==> src/core/hst_pkg.sv <==
// Package: constants, timing and types for the bank legality controller
package hst_pkg;
  localparam int CLK_MHZ = 50;
  localparam int NBANK = 8;
  localparam int BANK_W = 3;
  localparam int DQ_W = 16;
  localparam int DM_W = 2;
  localparam int TMR_W = 8;
  localparam int INIT_W = 16;
  // Link clock divider: 8 system cycles per link clock period
  localparam logic [2:0] DIV_ISSUE = 3'h0;
  localparam logic [2:0] DIV_CK_HI = 3'h4;
  // Times in ns (plain defaults; the device's figures are not given)
  localparam int ACT_TO_ACT_NS = 10;
  localparam int ROW_TO_COL_NS = 18;
  localparam int ROW_CLOSE_NS = 18;
  localparam int REFRESH_NS = 130;
  localparam int MODE_READ_NS = 40;
  localparam int MODE_WRITE_NS = 50;
  localparam int BURST_NS = 320;
  localparam int PD_EXIT_NS = 100;
  localparam int SR_EXIT_NS = 140;
  localparam int INIT_NS = 200000;
  // Least time rounded up to whole cycles, never below one
  function automatic int ns2cyc(input int ns);
    int c;
    c = (ns * CLK_MHZ + 999) / 1000;
    return (c < 1) ? 1 : c;
  endfunction
  localparam logic [TMR_W-1:0] RRD_CYC = TMR_W'(ns2cyc(ACT_TO_ACT_NS));
  localparam logic [TMR_W-1:0] RCD_CYC = TMR_W'(ns2cyc(ROW_TO_COL_NS));
  localparam logic [TMR_W-1:0] RP_CYC = TMR_W'(ns2cyc(ROW_CLOSE_NS));
  localparam logic [TMR_W-1:0] RFC_CYC = TMR_W'(ns2cyc(REFRESH_NS));
  localparam logic [TMR_W-1:0] MRR_CYC = TMR_W'(ns2cyc(MODE_READ_NS));
  localparam logic [TMR_W-1:0] MRW_CYC = TMR_W'(ns2cyc(MODE_WRITE_NS));
  localparam logic [TMR_W-1:0] BURST_CYC = TMR_W'(ns2cyc(BURST_NS));
  localparam logic [TMR_W-1:0] PDX_CYC = TMR_W'(ns2cyc(PD_EXIT_NS));
  localparam logic [TMR_W-1:0] SRX_CYC = TMR_W'(ns2cyc(SR_EXIT_NS));
  localparam logic [TMR_W-1:0] TMR_ONE = 8'h01;
  localparam logic [TMR_W-1:0] TMR_ZERO = 8'h00;
  typedef enum logic [3:0] {
    C_NOP, C_ACT, C_RD, C_WR, C_PRE, C_BST, C_REF, C_SREF, C_MRR, C_MRW, C_RST
  } hst_cmd_t;
  typedef enum logic [3:0] {
    B_IDLE, B_ACTIVATING, B_ACTIVE, B_READING, B_WRITING, B_RD_AC, B_WR_AC,
    B_PRECHARGING, B_REFRESHING, B_MRR_IDLE, B_MRR_ACT, B_MRW
  } hst_bank_st_t;
  typedef enum logic [1:0] {PH_POWER_ON, PH_RESETTING, PH_RST_MRR, PH_RUN} hst_phase_t;
endpackage

==> src/core/hst_ctrl.sv <==
// Controller that issues only legal cross-bank commands to the memory pins
// Operation
// - Activate another bank while one is busy
// - Precharge all needs every bank prechargeable
// - Burst stop only during running burst
// - Burst stop aimed only at burst bank
// - Refresh, self refresh, mode write: all idle
// - Only NOP during mode read/write busy
// - Wait act_to_act_delay between activates
// - Write only after read burst ends
// - Read only after write burst ends
// - Auto close bursts honour precharge timing
// - Reset from power-on, all banks idle
// - Unlisted combinations are refused
// - Commands only with clock gate high twice
// - Mask pin high drops its byte of the data beat
`timescale 1ns/1ps
`default_nettype none
module hst_ctrl import hst_pkg::*; #(
  parameter int INIT_CYC = ns2cyc(INIT_NS) // Initialization length in cycles
) (
  input wire logic clock, // System clock, 50 MHz
  input wire logic resetn, // Synchronous reset, active low
  input wire logic req_valid, // Request present
  input wire hst_cmd_t req_cmd, // Requested command
  input wire logic [BANK_W-1:0] req_bank, // Addressed bank
  input wire logic req_all, // Precharge targets all banks
  input wire logic req_auto_close, // Read/write closes the row
  input wire logic [DQ_W-1:0] req_wdata, // Write data
  input wire logic [DM_W-1:0] req_wmask, // Per-byte mask, high drops
  input wire logic sleep_req, // Ask for power-down / stay in self refresh
  output logic req_ready, // Request taken this cycle
  output logic req_reject, // Request refused as illegal
  output logic [DQ_W-1:0] rd_data, // Read data
  output logic rd_valid, // Read data valid pulse
  output logic mem_ck, // Link clock out
  output logic mem_cke, // Clock gate pin
  output hst_cmd_t mem_cmd, // Command pins
  output logic [BANK_W-1:0] mem_bank, // Bank pins
  output logic mem_all, // All-bank / reset flag pin
  output logic mem_auto_close, // Auto close pin
  output logic [DQ_W-1:0] mem_dq_o, // Data out
  output logic mem_dq_oe, // Data output enable, high drives
  input wire logic [DQ_W-1:0] mem_dq_i, // Data in from pins
  output logic [DM_W-1:0] write_mask_pin // Write mask pins
);
  logic [2:0] div_r, div_nxt;
  logic ck_r, ck_nxt;
  hst_phase_t ph_r, ph_nxt;
  logic [INIT_W-1:0] ph_cnt_r, ph_cnt_nxt;
  logic [TMR_W-1:0] rrd_r, rrd_nxt, exit_r, exit_nxt, bcnt_r, bcnt_nxt;
  logic bon_r, bon_nxt, brd_r, brd_nxt, burst_end, burst_over;
  logic [BANK_W-1:0] bbank_r, bbank_nxt;
  logic cke_r, cke_nxt, ckep_r, ckep_nxt, sref_r, sref_nxt;
  logic [DQ_W-1:0] dq_s1_r, dq_s2_r, wdata_r, wdata_nxt, rdat_r, rdat_nxt;
  logic [DM_W-1:0] wmask_r, wmask_nxt;
  logic rdv_r, rdv_nxt;
  hst_cmd_t pcmd_r, pcmd_nxt;
  logic [BANK_W-1:0] pbank_r, pbank_nxt;
  logic pall_r, pall_nxt, pac_r, pac_nxt;
  hst_bank_st_t burst_stop_cmd [NBANK];
  logic [NBANK-1:0] hit;
  logic slot, legal, take, all_idle, any_busy, pre_all_ok, mrr_ok, cmd_ok, bcast;
  hst_bank_st_t tgt;

  assign slot = (div_r == DIV_ISSUE);
  assign tgt = burst_stop_cmd[req_bank];
  assign take = req_valid && req_ready;
  assign burst_end = bon_r && (bcnt_r == TMR_ONE);
  // A new burst or a stop also closes the running one, else its bank would stay busy forever
  assign burst_over = bon_r && (burst_end || (take && req_cmd inside {C_RD, C_WR, C_BST}));

  // Per-bank state records
  for (genvar i = 0; i < NBANK; i++) begin : g_bank
    hst_bank u_bank (
      .clock(clock),
      .resetn(resetn),
      .hit(hit[i]),
      .cmd(req_cmd),
      .auto_close(req_auto_close),
      .burst_end(burst_over && (bbank_r == BANK_W'(i))),
      .state(burst_stop_cmd[i])
    );
  end

  // Summaries over all banks
  always_comb begin
    all_idle = 1'b1;
    any_busy = 1'b0;
    pre_all_ok = !bon_r;
    mrr_ok = !bon_r;
    bcast = (req_cmd inside {C_MRR, C_MRW, C_RST, C_REF, C_SREF}) || (req_cmd == C_PRE && req_all);
    for (int i = 0; i < NBANK; i++) begin
      all_idle = all_idle && (burst_stop_cmd[i] == B_IDLE);
      any_busy = any_busy || (burst_stop_cmd[i] inside {B_REFRESHING, B_MRR_IDLE, B_MRR_ACT, B_MRW});
      pre_all_ok = pre_all_ok && (burst_stop_cmd[i] inside {B_IDLE, B_ACTIVE});
      mrr_ok = mrr_ok && (burst_stop_cmd[i] inside {B_IDLE, B_ACTIVATING, B_ACTIVE, B_PRECHARGING});
      hit[i] = take && (bcast || req_bank == BANK_W'(i));
    end
  end

  // Legality of the offered command; anything not listed is refused
  always_comb begin
    cmd_ok = cke_r && ckep_r && (exit_r == TMR_ZERO);
    legal = 1'b0;
    case (ph_r)
      PH_POWER_ON: legal = (req_cmd == C_RST) && all_idle && !bon_r;
      PH_RESETTING: legal = (req_cmd == C_MRR);
      PH_RUN: begin
        if (!any_busy) begin
          case (req_cmd)
            C_ACT: legal = (tgt == B_IDLE) && (rrd_r == TMR_ZERO);
            C_RD: legal = (tgt inside {B_ACTIVE, B_READING, B_WRITING}) &&
                          !(bon_r && !brd_r);
            C_WR: legal = (tgt inside {B_ACTIVE, B_READING, B_WRITING}) &&
                          !(bon_r && brd_r);
            C_PRE: legal = req_all ? pre_all_ok : (tgt inside {B_IDLE, B_ACTIVE});
            C_BST: legal = bon_r && (bbank_r == req_bank) &&
                           (tgt inside {B_READING, B_WRITING}); // No stop on auto close bursts
            C_REF, C_SREF, C_MRW: legal = all_idle && !bon_r;
            C_MRR: legal = mrr_ok;
            default: legal = 1'b0;
          endcase
        end
      end
      default: legal = 1'b0;
    endcase
    legal = legal && cmd_ok;
    if (req_cmd == C_NOP) legal = 1'b1;
    req_ready = slot && legal;
    req_reject = slot && req_valid && !legal;
  end

  // Link clock divider, device phase, activate spacing and clock gate
  always_comb begin
    div_nxt = div_r + 3'h1;
    ck_nxt = (div_nxt >= DIV_CK_HI);
    ph_nxt = ph_r;
    ph_cnt_nxt = (ph_cnt_r != '0) ? ph_cnt_r - 1'b1 : ph_cnt_r;
    rrd_nxt = (rrd_r != TMR_ZERO) ? rrd_r - TMR_ONE : rrd_r;
    exit_nxt = (exit_r != TMR_ZERO) ? exit_r - TMR_ONE : exit_r;
    cke_nxt = cke_r;
    sref_nxt = sref_r;
    ckep_nxt = slot ? cke_r : ckep_r; // Gate level at previous link edge
    if (take && req_cmd == C_ACT) rrd_nxt = RRD_CYC;
    case (ph_r)
      PH_POWER_ON: if (take && req_cmd == C_RST) begin
        ph_nxt = PH_RESETTING;
        ph_cnt_nxt = INIT_W'(INIT_CYC);
      end
      PH_RESETTING: begin
        if (take && req_cmd == C_MRR) begin
          ph_nxt = PH_RST_MRR;
          ph_cnt_nxt = INIT_W'(MRR_CYC);
        end else if (ph_cnt_r == INIT_W'(1)) begin
          ph_nxt = PH_RUN;
        end
      end
      PH_RST_MRR: if (ph_cnt_r == INIT_W'(1)) ph_nxt = PH_RUN;
      default: ph_nxt = PH_RUN;
    endcase
    // Power-down entry only at a slot with no command; self refresh drops the gate at the same slot that takes C_SREF
    if (take && req_cmd == C_SREF) begin
      cke_nxt = 1'b0;
      sref_nxt = 1'b1;
    end else if (slot && !cke_r && !sleep_req) begin
      cke_nxt = 1'b1;
      sref_nxt = 1'b0;
      exit_nxt = sref_r ? SRX_CYC : PDX_CYC;
    end else if (slot && cke_r && sleep_req && !take && ph_r == PH_RUN && all_idle &&
                 !bon_r && exit_r == TMR_ZERO) begin
      cke_nxt = 1'b0;
    end
  end

  // Burst tracking, write data, read capture and pin drive
  always_comb begin
    bon_nxt = bon_r;
    brd_nxt = brd_r;
    bbank_nxt = bbank_r;
    bcnt_nxt = (bcnt_r != TMR_ZERO) ? bcnt_r - TMR_ONE : bcnt_r;
    wdata_nxt = wdata_r;
    wmask_nxt = wmask_r;
    rdat_nxt = rdat_r;
    rdv_nxt = 1'b0;
    pcmd_nxt = pcmd_r;
    pbank_nxt = pbank_r;
    pall_nxt = pall_r;
    pac_nxt = pac_r;
    if (burst_end) begin
      bon_nxt = 1'b0;
      rdv_nxt = brd_r;
      rdat_nxt = brd_r ? dq_s2_r : rdat_r;
    end
    if (take && (req_cmd == C_RD || req_cmd == C_WR)) begin
      bon_nxt = 1'b1;
      brd_nxt = (req_cmd == C_RD);
      bbank_nxt = req_bank;
      bcnt_nxt = BURST_CYC;
      if (req_cmd == C_WR) begin
        wdata_nxt = req_wdata;
        wmask_nxt = req_wmask;
      end
    end else if (take && req_cmd == C_BST) begin
      bon_nxt = 1'b0;
    end
    // Pins change only at the slot so they are stable at the link rising edge
    if (slot) begin
      pcmd_nxt = take ? ((req_cmd == C_RST) ? C_MRW : req_cmd) : C_NOP;
      pbank_nxt = req_bank;
      pall_nxt = take && (req_all || req_cmd == C_RST);
      pac_nxt = take && req_auto_close;
    end
  end

  // Registers for all groups; data pins are synchronised through two stages
  always_ff @(posedge clock) begin
    dq_s1_r <= mem_dq_i;
    dq_s2_r <= dq_s1_r;
    if (!resetn) begin
      div_r <= 3'h0;
      ck_r <= 1'b0;
      ph_r <= PH_POWER_ON;
      ph_cnt_r <= '0;
      rrd_r <= TMR_ZERO;
      exit_r <= TMR_ZERO;
      cke_r <= 1'b1;
      ckep_r <= 1'b1;
      sref_r <= 1'b0;
      bon_r <= 1'b0;
      brd_r <= 1'b0;
      bbank_r <= '0;
      bcnt_r <= TMR_ZERO;
      wdata_r <= '0;
      wmask_r <= '0;
      rdat_r <= '0;
      rdv_r <= 1'b0;
      pcmd_r <= C_NOP;
      pbank_r <= '0;
      pall_r <= 1'b0;
      pac_r <= 1'b0;
    end else begin
      div_r <= div_nxt;
      ck_r <= ck_nxt;
      ph_r <= ph_nxt;
      ph_cnt_r <= ph_cnt_nxt;
      rrd_r <= rrd_nxt;
      exit_r <= exit_nxt;
      cke_r <= cke_nxt;
      ckep_r <= ckep_nxt;
      sref_r <= sref_nxt;
      bon_r <= bon_nxt;
      brd_r <= brd_nxt;
      bbank_r <= bbank_nxt;
      bcnt_r <= bcnt_nxt;
      wdata_r <= wdata_nxt;
      wmask_r <= wmask_nxt;
      rdat_r <= rdat_nxt;
      rdv_r <= rdv_nxt;
      pcmd_r <= pcmd_nxt;
      pbank_r <= pbank_nxt;
      pall_r <= pall_nxt;
      pac_r <= pac_nxt;
    end
  end

  assign mem_ck = ck_r;
  assign mem_cke = cke_r;
  assign mem_cmd = pcmd_r;
  assign mem_bank = pbank_r;
  assign mem_all = pall_r;
  assign mem_auto_close = pac_r;
  assign mem_dq_o = wdata_r;
  assign mem_dq_oe = bon_r && !brd_r;
  assign write_mask_pin = wmask_r;
  assign rd_data = rdat_r;
  assign rd_valid = rdv_r;
endmodule
`default_nettype wire

==> src/core/hst_bank.sv <==
// One bank's state record with its own state timer
`timescale 1ns/1ps
`default_nettype none
module hst_bank import hst_pkg::*; (
  input wire logic clock, // System clock
  input wire logic resetn, // Synchronous reset, active low
  input wire logic hit, // Command taken for this bank
  input wire hst_cmd_t cmd, // Command being taken
  input wire logic auto_close, // Close row when burst ends
  input wire logic burst_end, // Burst of this bank ran out
  output var hst_bank_st_t state // Current bank state
);
  hst_bank_st_t st_r, st_nxt;
  logic [TMR_W-1:0] tmr_r, tmr_nxt;
  logic done;

  assign done = (tmr_r <= TMR_ONE);
  assign state = st_r;

  // Next state; timed states end when their timer runs down
  always_comb begin
    st_nxt = st_r;
    tmr_nxt = (tmr_r != TMR_ZERO) ? tmr_r - TMR_ONE : tmr_r;
    case (st_r)
      B_IDLE: begin
        if (hit && cmd == C_ACT) begin
          st_nxt = B_ACTIVATING;
          tmr_nxt = RCD_CYC;
        end else if (hit && cmd == C_PRE) begin
          st_nxt = B_PRECHARGING; // Row close time applies even when idle
          tmr_nxt = RP_CYC;
        end else if (hit && cmd == C_REF) begin
          st_nxt = B_REFRESHING;
          tmr_nxt = RFC_CYC;
        end else if (hit && cmd == C_MRR) begin
          st_nxt = B_MRR_IDLE;
          tmr_nxt = MRR_CYC;
        end else if (hit && (cmd == C_MRW || cmd == C_RST)) begin
          st_nxt = B_MRW;
          tmr_nxt = MRW_CYC;
        end
      end
      B_ACTIVATING: begin
        if (hit && cmd == C_MRR) begin
          st_nxt = B_MRR_ACT;
          tmr_nxt = MRR_CYC;
        end else if (done) begin
          st_nxt = B_ACTIVE;
        end
      end
      B_ACTIVE, B_READING, B_WRITING: begin
        if (hit && (cmd == C_RD || cmd == C_WR)) begin
          if (cmd == C_RD) st_nxt = auto_close ? B_RD_AC : B_READING;
          else st_nxt = auto_close ? B_WR_AC : B_WRITING;
        end else if (hit && cmd == C_PRE) begin
          st_nxt = B_PRECHARGING;
          tmr_nxt = RP_CYC;
        end else if (hit && cmd == C_MRR && st_r == B_ACTIVE) begin
          st_nxt = B_MRR_ACT;
          tmr_nxt = MRR_CYC;
        end else if ((hit && cmd == C_BST) || burst_end) begin
          st_nxt = B_ACTIVE;
        end
      end
      B_RD_AC, B_WR_AC: begin
        if (burst_end) begin
          st_nxt = B_PRECHARGING;
          tmr_nxt = RP_CYC;
        end
      end
      B_PRECHARGING: begin
        if (hit && cmd == C_MRR) begin
          st_nxt = B_MRR_IDLE;
          tmr_nxt = MRR_CYC;
        end else if (done) begin
          st_nxt = B_IDLE;
        end
      end
      B_REFRESHING, B_MRR_IDLE, B_MRW: if (done) st_nxt = B_IDLE;
      B_MRR_ACT: if (done) st_nxt = B_ACTIVE;
      default: st_nxt = B_IDLE;
    endcase
  end

  // State register, one per bank
  always_ff @(posedge clock) begin
    if (!resetn) begin
      st_r <= B_IDLE;
      tmr_r <= TMR_ZERO;
    end else begin
      st_r <= st_nxt;
      tmr_r <= tmr_nxt;
    end
  end
endmodule
`default_nettype wire

==> config.mk <==
export PLATFORM = sky130hd
export DESIGN_NAME = hst_ctrl
export DESIGN_NICKNAME = d
export VERILOG_FILES = /design/src/core/hst_pkg.sv /design/src/core/hst_ctrl.sv /design/src/core/hst_bank.sv
export SDC_FILE = /design/constraint.sdc
export NUM_CORES = 1
export LEC_CHECK = 0
export ABC_AREA = 1
export BUFFER_PORTS_ARGS = -buffer_cell sky130_fd_sc_hd__buf_2
export CAP_MARGIN = 20
export CORE_AREA = 2 2 218 220
export DETAILED_ROUTE_END_ITERATION = 8
export DIE_AREA = 0 0 220 222
export GPL_ROUTABILITY_DRIVEN = 0
export HOLD_SLACK_MARGIN = 0.05
export PLACE_DENSITY = 0.58
export SETUP_SLACK_MARGIN = 0.4
export SLEW_MARGIN = 15
export SYNTH_ARGS = -nofsm -noshare
export SYNTH_HDL_FRONTEND = slang
export SYNTH_HIERARCHICAL = 1
export SYNTH_SLANG_ARGS = --single-unit
==> constraint.sdc <==
create_clock -name clock -period 4.9 [get_ports clock]
set_input_delay 0 -clock clock [delete_from_list [all_inputs] [get_ports clock]]
set_output_delay 0 -clock clock [all_outputs]
set_load 0.05 [all_outputs]
* Word level (Yosys, flattened, before mapping) *
Cells that the tools add are included.

operators by class
  order comparisons = 10
  mux-type cells = 253
  shift operators = 0
  add/subtract/negate cells = 13
  reduce and logical (&&, ||, !) cells = 285
  div/mod/pow operators = 0
  equal/unequal tests = 146
  bitwise operators = 2
  multipliers = 0

operators with widths
  cell                   count
  $mux W8                91
  $mux W4                117
  $pmux W8 S4            8
  $pmux W4 S7            8
  $eq A4 B3 Y1 const B   37
  $logic_and A1 B1 Y1    141
  $eq A4 B4 Y1 const B   35
  $reduce_bool A8 Y1     11
  $sub A8 B1 Y8 const B  11
  $eq A4 B2 Y1 const B   20
  $le A8 B1 Y1 const B   8
  $reduce_bool A4 Y1     16
  $reduce_or A3 Y1       17
  $mux W16               3
  $ne A6 B1 Y1 const B   8
  $logic_not A4 Y1       10
  $ne A5 B1 Y1 const B   8
  $eq A4 B1 Y1 const B   9
  $reduce_or A2 Y1       18
  $pmux W16 S2           1
  $logic_or A1 B1 Y1     28
  $reduce_bool A2 Y1     13
  $eq A3 B3 Y1 const B   8
  $reduce_and A3 Y1      8
  other kinds (31)       75

word-level totals
  latch bits = 0
  logic and storage cells = 750
  output and inout port bits = 49
  flip-flop bits (word level) = 226
  memories = 0
  memory bits (writable) = 0
  ROM bits = 0

* Longest topological paths before layout *
Gate-level depths: netlist of run 1.

  depth after elaboration = 28
  depth in mapped cells = 31
  gate-level depth less buffers = 29

* Modules after synthesis *
The synthesis of run 1 kept the hierarchy.

modules (own cells, without submodules)
  module                           seq. area each (sq um)  times used  area an instance (sq um)  cells an instance
  hst_bank (g_bank[0].u_bank ...)  240.2                   6           1270.0                    228
  hst_ctrl                         2582.5                  1           5985.7                    885
  hst_bank (g_bank[7].u_bank)      240.2                   1           1263.7                    219
  hst_bank (g_bank[6].u_bank)      240.2                   1           1221.2                    200

* Worst setup path before layout of run 1 *
No wires, ideal clock.

  kind = flip-flop to flip-flop
  start = register rrd_r[0]
  end = register g_bank[6].u_bank.tmr_r[3]
  arrival time = 2.766 ns
  setup time = 0.119 ns
  data required time = 4.781 ns
  clock period less this slack = 2.886 ns
  slack = 2.014 ns
  stages on the path, launching flop included = 24
  cell sequence = dfxtp_1 inv_1 ha_1 nand2_1 nor2_1 nand2_1 nor2_1 nand2_1 nand3_1 o21bai_1 nand2_1 nand2_2 nand2_4 nand2_2 nor2_1 nand2_2 nor2_4 nand2_4 clkinv_2 nand2_2 nand3_1 nand4_2 o21ai_2 nor2_1

on the way
  word-level cells in the longest chain between the ends = 17

ends and longest elaborated chain
  what                      line             source
  start: declaration        hst_ctrl.sv:51   logic [TMR_W-1:0] rrd_r, rrd_nxt, exit_r, exit_nxt, bcnt_r, bcnt_nxt;
  start signal: assignment  hst_ctrl.sv:247  rrd_r <= rrd_nxt;
  $logic_not A8 Y1 *        hst_ctrl.sv:112  C_ACT: legal = (tgt == B_IDLE) && (rrd_r == TMR_ZERO);
  $logic_and A1 B1 Y1 *     hst_ctrl.sv:112
  $pmux W1 S7 *             hst_ctrl.sv:111  case (req_cmd)
  $mux W1 *                 hst_ctrl.sv:110  if (!any_busy) begin
  $pmux W1 S3 *             hst_ctrl.sv:106  case (ph_r)
  $logic_and A1 B1 Y1 *     hst_ctrl.sv:128  legal = legal && cmd_ok;
  $mux W1 *                 hst_ctrl.sv:129  if (req_cmd == C_NOP) legal = 1'b1;
  $logic_and A1 B1 Y1 *     hst_ctrl.sv:130  req_ready = slot && legal;
  [2 not listed]            n/a
  net hit[6]                hst_ctrl.sv:62   logic [NBANK-1:0] hit;
  $logic_and A1 B1 Y1       hst_bank.sv:38   end else if (hit && (cmd == C_MRW || cmd == C_RST)) begin
  $mux W8                   hst_bank.sv:38
  $mux W8                   hst_bank.sv:35   end else if (hit && cmd == C_MRR) begin
  $mux W8                   hst_bank.sv:32   end else if (hit && cmd == C_REF) begin
  $mux W8                   hst_bank.sv:29   end else if (hit && cmd == C_PRE) begin
  $mux W8                   hst_bank.sv:26   if (hit && cmd == C_ACT) begin
  $pmux W8 S4 *             hst_bank.sv:24   case (st_r)
  end signal: assignment    hst_bank.sv:92   tmr_r <= tmr_nxt;
  end: declaration          hst_bank.sv:14   logic [TMR_W-1:0] tmr_r, tmr_nxt;

Mark *: on every way through the listed nets, which the timed path passes. The rest lies on a longest branch.
A chain may end at the register's enable or synchronous reset.

* Final worst setup path of run 1 *
  start = register g_bank[7].u_bank.st_r[0]
  end = register g_bank[2].u_bank.st_r[2]

on the way
  word-level cells in the longest chain between the ends = 20

ends and longest elaborated chain
  what                                              line                                               source
  start: declaration                                hst_bank.sv:13                                     hst_bank_st_t st_r, st_nxt;
  start signal: assignment                          hst_bank.sv:91                                     st_r <= st_nxt;
  $bmux W4 S3                                       hst_ctrl.sv:67                                     assign tgt = burst_stop_cmd[req_bank];
  $mux W4 (implied by the code) (2 in a row)        hst_ctrl.sv:67
  $eq A4 B2 Y1, or another cell as far along        hst_ctrl.sv:113, hst_ctrl.sv:115, hst_ctrl.sv:117
  $reduce_bool A2 Y1, or another cell as far along  hst_ctrl.sv:117                                    C_PRE: legal = req_all ? pre_all_ok : (tgt inside {B_IDLE, B_ACTIVE});
  $mux W1, or another cell as far along             hst_ctrl.sv:117
  $pmux W1 S7                                       hst_ctrl.sv:111
  $mux W1                                           hst_ctrl.sv:110
  $pmux W1 S3 *                                     hst_ctrl.sv:106
  [4 not listed]                                    n/a
  $logic_and A1 B1 Y1 *                             hst_ctrl.sv:98                                     hit[i] = take && (bcast || req_bank == BANK_W'(i));
  net hit[2]                                        hst_ctrl.sv:62
  $logic_and A1 B1 Y1                               n/a
  $mux W4 or $logic_and A1 B1 Y1 (tied branches)    hst_bank.sv:35, hst_bank.sv:58
  $mux W4, on equally long branches                 hst_bank.sv:32, hst_bank.sv:58
  $mux W4, on equally long branches                 hst_bank.sv:29, hst_bank.sv:55
  $mux W4, on equally long branches                 hst_bank.sv:26, hst_bank.sv:52
  $pmux W4 S7                                       hst_bank.sv:24
  end signal: assignment                            hst_bank.sv:91
  end: declaration                                  hst_bank.sv:13

Mark *: on every way through the listed nets, which the timed path passes. The rest lies on a longest branch. The select of a mux whose other input is x is not followed.

==> impl_metrics.json, run 1 <==
{
  "relSlewSlack_pct": 47.10,
  "avgViaCountPerCell": 4.937,
  "yosysSeqAreaShare_pct": 27.99,
  "whs_ns": 0.1392,
  "hold_viol_final": 0,
  "cp-end-kind": "flop",
  "clk_latency_ns": 0.60,
  "synth_edf_count": 0,
  "maxCapViolCount": 0,
  "power_density_mw_per_mm2": 540.1,
  "fillers": 4865,
  "ioPinCount": 96,
  "die_x_um": 220,
  "path_max_fanout": 17,
  "worstPathRequired_ns": 5.33,
  "crit_type": "flop to flop",
  "rsz0062_at_grt": "false",
  "first_pass_iters": 6,
  "cts_made_buffers": 28,
  "arrival_ns": 4.34,
  "synthArstFlopShare_pct": 0,
  "fmax_ghz": 0.2558,
  "netlist.area_leader.share_pct": 27.99,
  "clock_skew_ns": 0.05639,
  "layout_common_cells": "720 x nand2_1, 490 x nor2_1, 350 x inv_1",
  "start_util_pct": 34.78,
  "clk_pin_slew_ns": 0.06,
  "peakVddDrop_uv": 321.9,
  "status": "finished, final reports clean",
  "finalCriticalPeriod_ns": 3.909,
  "synth_area_leader_cell": "dfxtp_1",
  "ant_nets": 0,
  "final_common_cell": "nand2_1",
  "antenna_found_initial": 1,
  "post-cts-setup-buffers": 0,
  "rows": 79,
  "grt_pass1_wl_mm": 77.71,
  "drive_gt1_share_pct": 11.47,
  "grtUsageTotal_pct": 18.87,
  "synth_cell_types": 43,
  "synth_nets": 2760,
  "layout.nets": 2927,
  "syn-cell-area_mm2": 0.01609,
  "drt_iter0_markers": 1445,
  "die_h_um": 222,
  "avgSynthCellArea_um2": 6.022,
  "hp-class": "input port to flop",
  "port_buffers": 95,
  "setup-violations-final": 0,
  "gr-total-overflow": 0,
  "cellLeakagePower_nw": 9.238,
  "worst_slew_pin_slew_ns": 0.7927,
  "synthTopCellsByArea": "dfxtp_1 28%, nand2_1 17%, nor2_1 11%, inv_1 8.2%, nand3_1 5.7%",
  "synth-seq-cells": 225,
  "multi_input_area_mm2": 0.01003,
  "tns_ns": 0,
  "startpoint_type": "flop",
  "synth_flop_cell": "dfxtp_1",
  "drv_slew": 0,
  "fin_crit_sh_pct": 79.78,
  "coreArea_mm2": 0.04626,
  "wl_mm": 46.65,
  "ff_latch_area_mm2": 0.004504,
  "syn_to_final_growth_pct": 17.08,
  "hpwl_mm": 35.05,
  "yosys_warnings": 6,
  "syn-instance-count": 2672,
  "clockBufferDepth": 3,
  "avgRoutedWirePerCell_um": 13.45,
  "num_vias": 17120,
  "grt_max_degree": 42,
  "tritoncts": "yes",
  "clock_sinks": 225,
  "diodes": 0,
  "drcViolationCount": 0,
  "die-area_mm2": 0.04884,
  "htree_levels": 1,
  "fin_util_pct": 40.73,
  "grt_pass1_vias": 16200,
  "clockRootBuffer": "clkbuf_16"
}
registers in the layout (all words and copies together) (netlist names), 8 cells and up:
register	count
bcnt_r	8
dq_s1_r	16
dq_s2_r	16
exit_r	8
g_bank.u_bank/state	32
g_bank.u_bank/tmr_r	64
mem_dq_o	16
ph_cnt_r	16
rd_data	16
rrd_r	8
power by group:
| part | total (mW) | leakage (nW) | switching, mW | internal [mW] |
|---|---|---|---|---|
| registers | 2.73 | 1.85 | 0.467 | 2.26 |
| clock network | 2.11 | 0.460 | 0.875 | 1.24 |
| logic | 5.33 | 6.93 | 3.43 | 1.90 |
cell type report:
class | instances | area share (%)
clock buffers | 35 | 4.124
clock inverters | 16 | 0.9763
inverters | 377 | 7.525
multi-input cells | 2041 | 53.24
flip-flops and latches | 225 | 23.91
well taps | 607 | 4.031
repair buffers | 166 | 6.190
kinds of logic (layout without fill, tap and decap cells):
logic type	Yosys count	count (layout)	synth area share [%]
fa+ha+maj	41	41	3.188
flops	225	225	27.99
buf+inv	406	594	9.666
xor+xnor	72	72	3.919
simple gates	1633	1633	45.12
compound gates	295	295	10.11
worst paths after layout:
path,from,to,slack [ns],cells after the start
setup / recovery,g_bank[7].u_bank/state[0],g_bank[2].u_bank/state[2],0.99,23
hold reg to reg,dq_s1_r[14],dq_s2_r[14],0.33,0
setup reg to reg,g_bank[7].u_bank/state[0],g_bank[2].u_bank/state[2],0.99,23
hold / removal,req_bank[0],bbank_r[0],0.14,3
layer usage:
metal	routed length, µm	share of wire (%)	track usage (%)	up-vias
li1	-	-	-	8750
met3	2976	6.4	2.771	88
met1	21480	46	25.49	7737
met2	20820	45	30.91	541
met4	1371	2.9	5.629	0
met5	0	0	0	-
cell usage after synthesis (8+ instances only):
cell,n
nand3_4,8
nand4_1,52
clkbuf_1,13
a21oi_1,114
nand3_2,14
ha_1,41
xnor2_1,10
nand2_2,51
o211ai_1,11
inv_1,350
xor2_1,62
o21ai_2,16
nor2_2,17
buf_2,14
nor3_1,49
o21ai_1,13
nand3_1,184
nand2_1,720
dfxtp_1,225
inv_2,24
nor2_1,490
o21ai_0,112
nor2_4,33
through the flow:
stage          std cells  total power [mW]  setup WS, ns  area [µm²]
2_1_floorplan       2672             6.813         2.014       16090
3_3_place_gp        3352             7.950         1.089       17240
3_5_place_dp        3353             7.988         1.048       17250
4_1_cts             3467             10.21         1.034       18840
5_1_grt             3467             11.18        0.4938       18840
6_report            3467             10.18        0.9908       18840
worst max-delay path, stage by stage (launching register included):
cell and delay, ns:
dfxtp_1 0.50, nand2_1 0.16, nand2_1 0.10, nand2_1 0.06, nor3_1 0.18, nand2_1 0.08, nor2_1 0.21, nor2_1 0.08
nand3_1 0.07, o21bai_1 0.08, nand2_1 0.08, nand2_2 0.07, nand2_4 0.18, nand2_2 0.26, nor2_1 0.57, nand2_2 0.13
nor2_4 0.15, nand2_2 0.16, nor2_2 0.18, nor2_1 0.06, nand2_1 0.07, nand3_1 0.15, nand2_1 0.10, a21oi_1 0.07
what timing repair did:
item / in CTS / in global routing
hold buffers: 63 / 0
hold endpoints to repair: 55 / 0
gates resized for setup: 0 / 0
(Power assumes the default switching activity.)
==> run 2, diff against run 1 <==
- PLACE_DENSITY: 0.58 -> 0.6
- clock period: 4.9 -> 3.45 ns (I/O delays scaled with it)
==> impl_metrics.json, run 2 (synthesis gave the netlist of run 1 again) <==
{
  "ioPinCount": 96,
  "path_cells": "nor2_2 -> nand2_1 -> nor2_1 -> nand2_1 -> nor2_4 -> nand2_1 -> nand2_1 -> nor2_1 -> nand3_1 -> o21bai_1 -> nand2_1 -> nand2_2 -> nand2_4 -> nand2_8 -> buf_6 -> nor2_4 -> nand2_2 -> nor2_4 -> nand4_1 -> nand3_1 -> nand4_1 -> o21ai_4 -> nor2_1",
  "die_h_um": 222,
  "antenna_found_initial": 1,
  "fmax_ghz": 0.3212,
  "grt_pass1_vias": 16310,
  "layout.cells.non_filler": 3558,
  "syn_to_final_growth_pct": 27.96,
  "drv_slew": 0,
  "avgRoutedWirePerCell_um": 13.72,
  "die_x_um": 220,
  "clockRootBuffer": "clkbuf_16",
  "rsz0062_at_grt": "true",
  "hpwl_mm": 35.18,
  "grt_max_degree": 37,
  "first_pass_iters": 6,
  "r2r-end": "g_bank[4].u_bank/tmr_r[3]",
  "coreArea_mm2": 0.04626,
  "grt_pass1_wl_mm": 77.63,
  "crit_type": "flop to flop",
  "setup-violations-final": 0,
  "tns_ns": 0,
  "largest_reg_flops": 64,
  "tritoncts": "yes",
  "cp-startpoint": "g_bank[4].u_bank/state[2]",
  "num_vias": 17780,
  "top_register": "g_bank.u_bank/tmr_r",
  "layout_common_cells": "677 x nand2_1, 444 x nor2_1, 340 x inv_1",
  "crit_buf_inv": 1,
  "regToRegSetupSlack_ns": 0.34,
  "path_delay_family": "simple AND/OR/NAND/NOR gates",
  "start_util_pct": 34.78,
  "relSlewSlack_pct": 35.06,
  "path_max_fanout": 5,
  "wl_mm": 48.81,
  "status": "finished, final reports clean",
  "cp-end-kind": "flop",
  "rr_worst_depth": 23,
  "peakVddDrop_uv": 530.4,
  "drive_gt1_share_pct": 20.72,
  "die-area_mm2": 0.04884,
  "fin_crit_sh_pct": 90.25,
  "worst-path-stages": 23,
  "slowest_delay_ns": 0.34,
  "arrival_ns": 3.59,
  "cpMostUsedCell": "nand2_1",
  "clockBufferDepth": 3,
  "place_inst": 3389,
  "final_common_cell": "nand2_1",
  "crit_end": "g_bank[4].u_bank/tmr_r[3]",
  "clock_sinks": 225,
  "cts_made_buffers": 29,
  "worstPathRequired_ns": 3.92,
  "hold_viol_final": 0,
  "avgViaCountPerCell": 4.997,
  "hp-class": "input port to flop",
  "maxCapViolCount": 0,
  "drt_iter0_markers": 1545,
  "gr-total-overflow": 0,
  "cellLeakagePower_nw": 10.08,
  "clk_latency_ns": 0.59,
  "rows": 79,
  "worst_slew_pin_slew_ns": 0.9706,
  "grtUsageTotal_pct": 18.86,
  "ant_nets": 0,
  "clk_pin_slew_ns": 0.06,
  "power_density_mw_per_mm2": 752.3,
  "r2r-start": "g_bank[4].u_bank/state[2]",
  "drcViolationCount": 0,
  "finalCriticalPeriod_ns": 3.114,
  "clock_skew_ns": 0.02579,
  "startpoint_type": "flop",
  "htree_levels": 1,
  "port_buffers": 95,
  "cpMaxStageDelayCell": "dfxtp_2",
  "layout.nets": 3017
}
==> run 2: where the power goes <==
group          switching, mW  internal [mW]
clock network           1.25           1.87
logic                   5.46           3.14
registers              0.520           3.25
total                   7.23           8.26
==> run 2: worst min path at each step <==
stage,start,endpoint,slack [ns],depth (start not counted)
after global routing,mem_dq_i[12],dq_s1_r[12],0.06,2
after detailed placement,mem_dq_i[4],dq_s1_r[4],0.10,1
after global placement,mem_dq_i[5],dq_s1_r[5],0.10,1
after CTS,mem_dq_i[0],dq_s1_r[0],0.05,2
final,mem_dq_i[9],dq_s1_r[9],0.07,2
after floorplan,mem_dq_i[0],dq_s1_r[0],0.03,0
==> run 2: what timing repair did <==
action,4_1_cts,5_1_grt
endpoints found under the setup margin,90,98
buffers inserted,7,53
hold endpoints to repair,62,0
resized for setup,36,277
gates cloned,0,2
pin swaps,7,96
hold buffers,54,0
==> run 2: final cells by class <==
class | instances | area (µm²)
sequential | 225 | 4586
antenna | 2 | 5.005
timing repair buffer | 253 | 1901
tap | 607 | 759.5
clock inverter | 18 | 224.0
fill | 4749 | 25670
inverter | 377 | 1429
clock buffer | 33 | 750.7
multi-input combinational | 2043 | 10940
==> run 2: per-stage QoR <==
| stage | power [mW] | hold slack, ns | instance area [µm²] | utilization (%) | setup slack [ns] |
|---|---|---|---|---|---|
| 6_report | 15.49 | 0.07091 | 20590 | 44.51 | 0.3363 |
| 5_1_grt | 16.94 | 0.05705 | 20590 | 44.50 | 0.1228 |
| 4_1_cts | 14.78 | 0.05035 | 19200 | 41.51 | 0.3970 |
| 3_5_place_dp | 11.45 | 0.1036 | 17520 | 37.87 | 0.1248 |
| 3_3_place_gp | 11.35 | 0.1026 | 17520 | 37.87 | 0.1493 |
| 2_1_floorplan | 9.676 | 0.02772 | 16090 | - | 0.5643 |
==> run 2: layer usage <==
| layer | GRT usage, % | wire length, µm | part of all wire [%] |
|---|---|---|---|
| met5 | 0 | 0 | 0 |
| met4 | 6.906 | 1450 | 3.0 |
| met3 | 3.100 | 3435 | 7.0 |
| met2 | 29.89 | 22050 | 45 |
| met1 | 25.61 | 21870 | 45 |
==> run 3, diff against run 2 <==
- BUFFER_PORTS_ARGS: -buffer_cell sky130_fd_sc_hd__buf_2 -> default
- DONT_BUFFER_PORTS: default -> 1
- PLACE_DENSITY: 0.6 -> 0.58
==> impl_metrics.json, run 3 (synthesis gave the netlist of run 1 again) <==
{
  "clk_pin_slew_ns": 0.06,
  "worstPathRequired_ns": 3.92,
  "start_util_pct": 34.78,
  "drt_iter0_markers": 1142,
  "hpwl_mm": 33.63,
  "rsz0062_at_grt": "true",
  "setup-violations-final": 0,
  "fin_area_mm2": 0.01982,
  "place_area_mm2": 0.01704,
  "die_h_um": 222,
  "fmax_ghz": 0.3248,
  "status": "finished, final reports clean",
  "drcViolationCount": 0,
  "clock_skew_ns": 0.02841,
  "grtUsageTotal_pct": 19.09,
  "tritoncts": "yes",
  "layout.cells.non_filler": 3456,
  "final_common_cell": "nand2_1",
  "top_register": "g_bank.u_bank/tmr_r",
  "cp-end-kind": "flop",
  "coreArea_mm2": 0.04626,
  "cellLeakagePower_nw": 9.458,
  "grt_pass1_vias": 16110,
  "wl_mm": 49.34,
  "avgViaCountPerCell": 5.034,
  "place_inst": 3293,
  "rr_worst_depth": 22,
  "grt_pass1_wl_mm": 78.03,
  "met3_usage_pct": 3.484,
  "antenna_found_initial": 2,
  "layout_common_cells": "687 x nand2_1, 445 x nor2_1, 341 x inv_1",
  "grtUsageMet1_pct": 24.56,
  "drive_gt1_share_pct": 15.85,
  "ioPinCount": 96,
  "arrival_ns": 3.54,
  "peakVddDrop_uv": 466.4,
  "ant_nets": 0,
  "power_density_mw_per_mm2": 758.0,
  "fin_crit_sh_pct": 89.23,
  "gr-total-overflow": 0,
  "finalCriticalPeriod_ns": 3.078,
  "die_x_um": 220,
  "worst_slew_pin_slew_ns": 1.010,
  "avgRoutedWirePerCell_um": 14.28,
  "maxCapViolCount": 0,
  "grt.met2_usage_pct": 32.03,
  "grt_max_degree": 77,
  "largest_reg_flops": 64,
  "htree_levels": 1,
  "hold_path_depth": 7,
  "whs_ns": 0.08570,
  "crit_type": "flop to flop",
  "clk_latency_ns": 0.58,
  "syn_to_final_growth_pct": 23.17,
  "layout.nets": 2916,
  "clockRootBuffer": "clkbuf_16",
  "num_vias": 17400,
  "hp-class": "input port to flop",
  "busiest_layer": "met2",
  "path_max_fanout": 8,
  "clock_sinks": 225,
  "hold_viol_final": 0,
  "tns_ns": 0,
  "die-area_mm2": 0.04884,
  "cts_made_buffers": 27,
  "relSlewSlack_pct": 32.39,
  "first_pass_iters": 6,
  "port_buffers": 0,
  "rows": 79,
  "clockBufferDepth": 3,
  "startpoint_type": "flop",
  "fin_util_pct": 42.84,
  "drv_slew": 0
}
-- run 3: cell count changes in the layout (fill, tap and decap cells not counted), moves of 11 or more --
| cell | change |
|---|---|
| a21oi_1 | +12 |
| buf_6 | -13 |
| a21oi_2 | -12 |
| buf_4 | -12 |
| nand3_1 | +11 |
| dlygate4sd3_1 | +16 |
| buf_2 | -94 |
| nand2_4 | -18 |
-- run 3: where the power goes --
part / internal [mW] / switching (mW) / total (mW)
combinational: 3.03 / 5.24 / 8.27
clock: 1.74 / 1.24 / 2.98
sequential: 3.25 / 0.529 / 3.77
total: 8.01 / 7.01 / 15.0
-- run 3: critical path, stage by stage, from the launching register on --
cell and delay (ns):
dfxtp_1 0.40, nand2_1 0.10, nand2_1 0.06, o21ai_0 0.10
nor2_1 0.15, nand3_1 0.11, nor2_1 0.13, nor2_1 0.07
nand3_1 0.06, o21bai_1 0.07, nand2_1 0.07, nand2_2 0.07
nand2_4 0.13, nand2_8 0.11, nor2_2 0.15, buf_6 0.15
nand2_2 0.07, nor2_4 0.14, nand4_1 0.18, nand3_1 0.12
nand4_1 0.18, o21ai_4 0.26, nor2_1 0.06
-- run 3: path summary, 6_finish.rpt --
| check | start | end | slack [ns] |
|---|---|---|---|
| setup / recovery | g_bank[6].u_bank/state[1] | g_bank[3].u_bank/tmr_r[6] | 0.37 |
| hold / removal | req_bank[2] | g_bank[4].u_bank/tmr_r[0] | 0.09 |
| setup reg to reg | g_bank[6].u_bank/state[1] | g_bank[3].u_bank/tmr_r[6] | 0.37 |
| hold reg to reg | dq_s1_r[13] | dq_s2_r[13] | 0.33 |
-- run 3: layout make-up --
| class | instances | area (µm²) |
|---|---|---|
| clock buffers | 30 | 716.9 |
| repair buffers | 155 | 1499 |
| multi-input cells | 2042 | 10620 |
| diodes | 3 | 7.507 |
| flip-flops and latches | 225 | 4583 |
| clock inverters | 17 | 201.4 |
| well taps | 607 | 759.5 |
| fillers | 4800 | 26440 |
| inverters | 377 | 1428 |
-- run 3: per-stage QoR --
| stage | setup slack [ns] | power (mW) |
|---|---|---|
| after global placement | 0.2150 | 11.25 |
| after CTS | 0.3584 | 14.55 |
| after floorplan | 0.5643 | 9.676 |
| after detailed placement | 0.1166 | 11.33 |
| final | 0.3716 | 15.02 |
| after global routing | 0.1399 | 16.44 |
-- run 3: timing repair --
| item | CTS | global route |
|---|---|---|
| pin swaps | 5 | 52 |
| gates cloned | 0 | 3 |
| gates resized for setup | 26 | 196 |
| endpoints found under the setup margin | 95 | 101 |
| hold endpoints to repair | 207 | 0 |
| setup buffers | 1 | 33 |
| hold buffers | 76 | 0 |
-- run 3: metal layers --
layer | wire, µm | vias up
met5 | 13 | -
met1 | 21350 | 7925
li1 | - | 8762
met2 | 22760 | 584
met3 | 3517 | 124
met4 | 1693 | 2
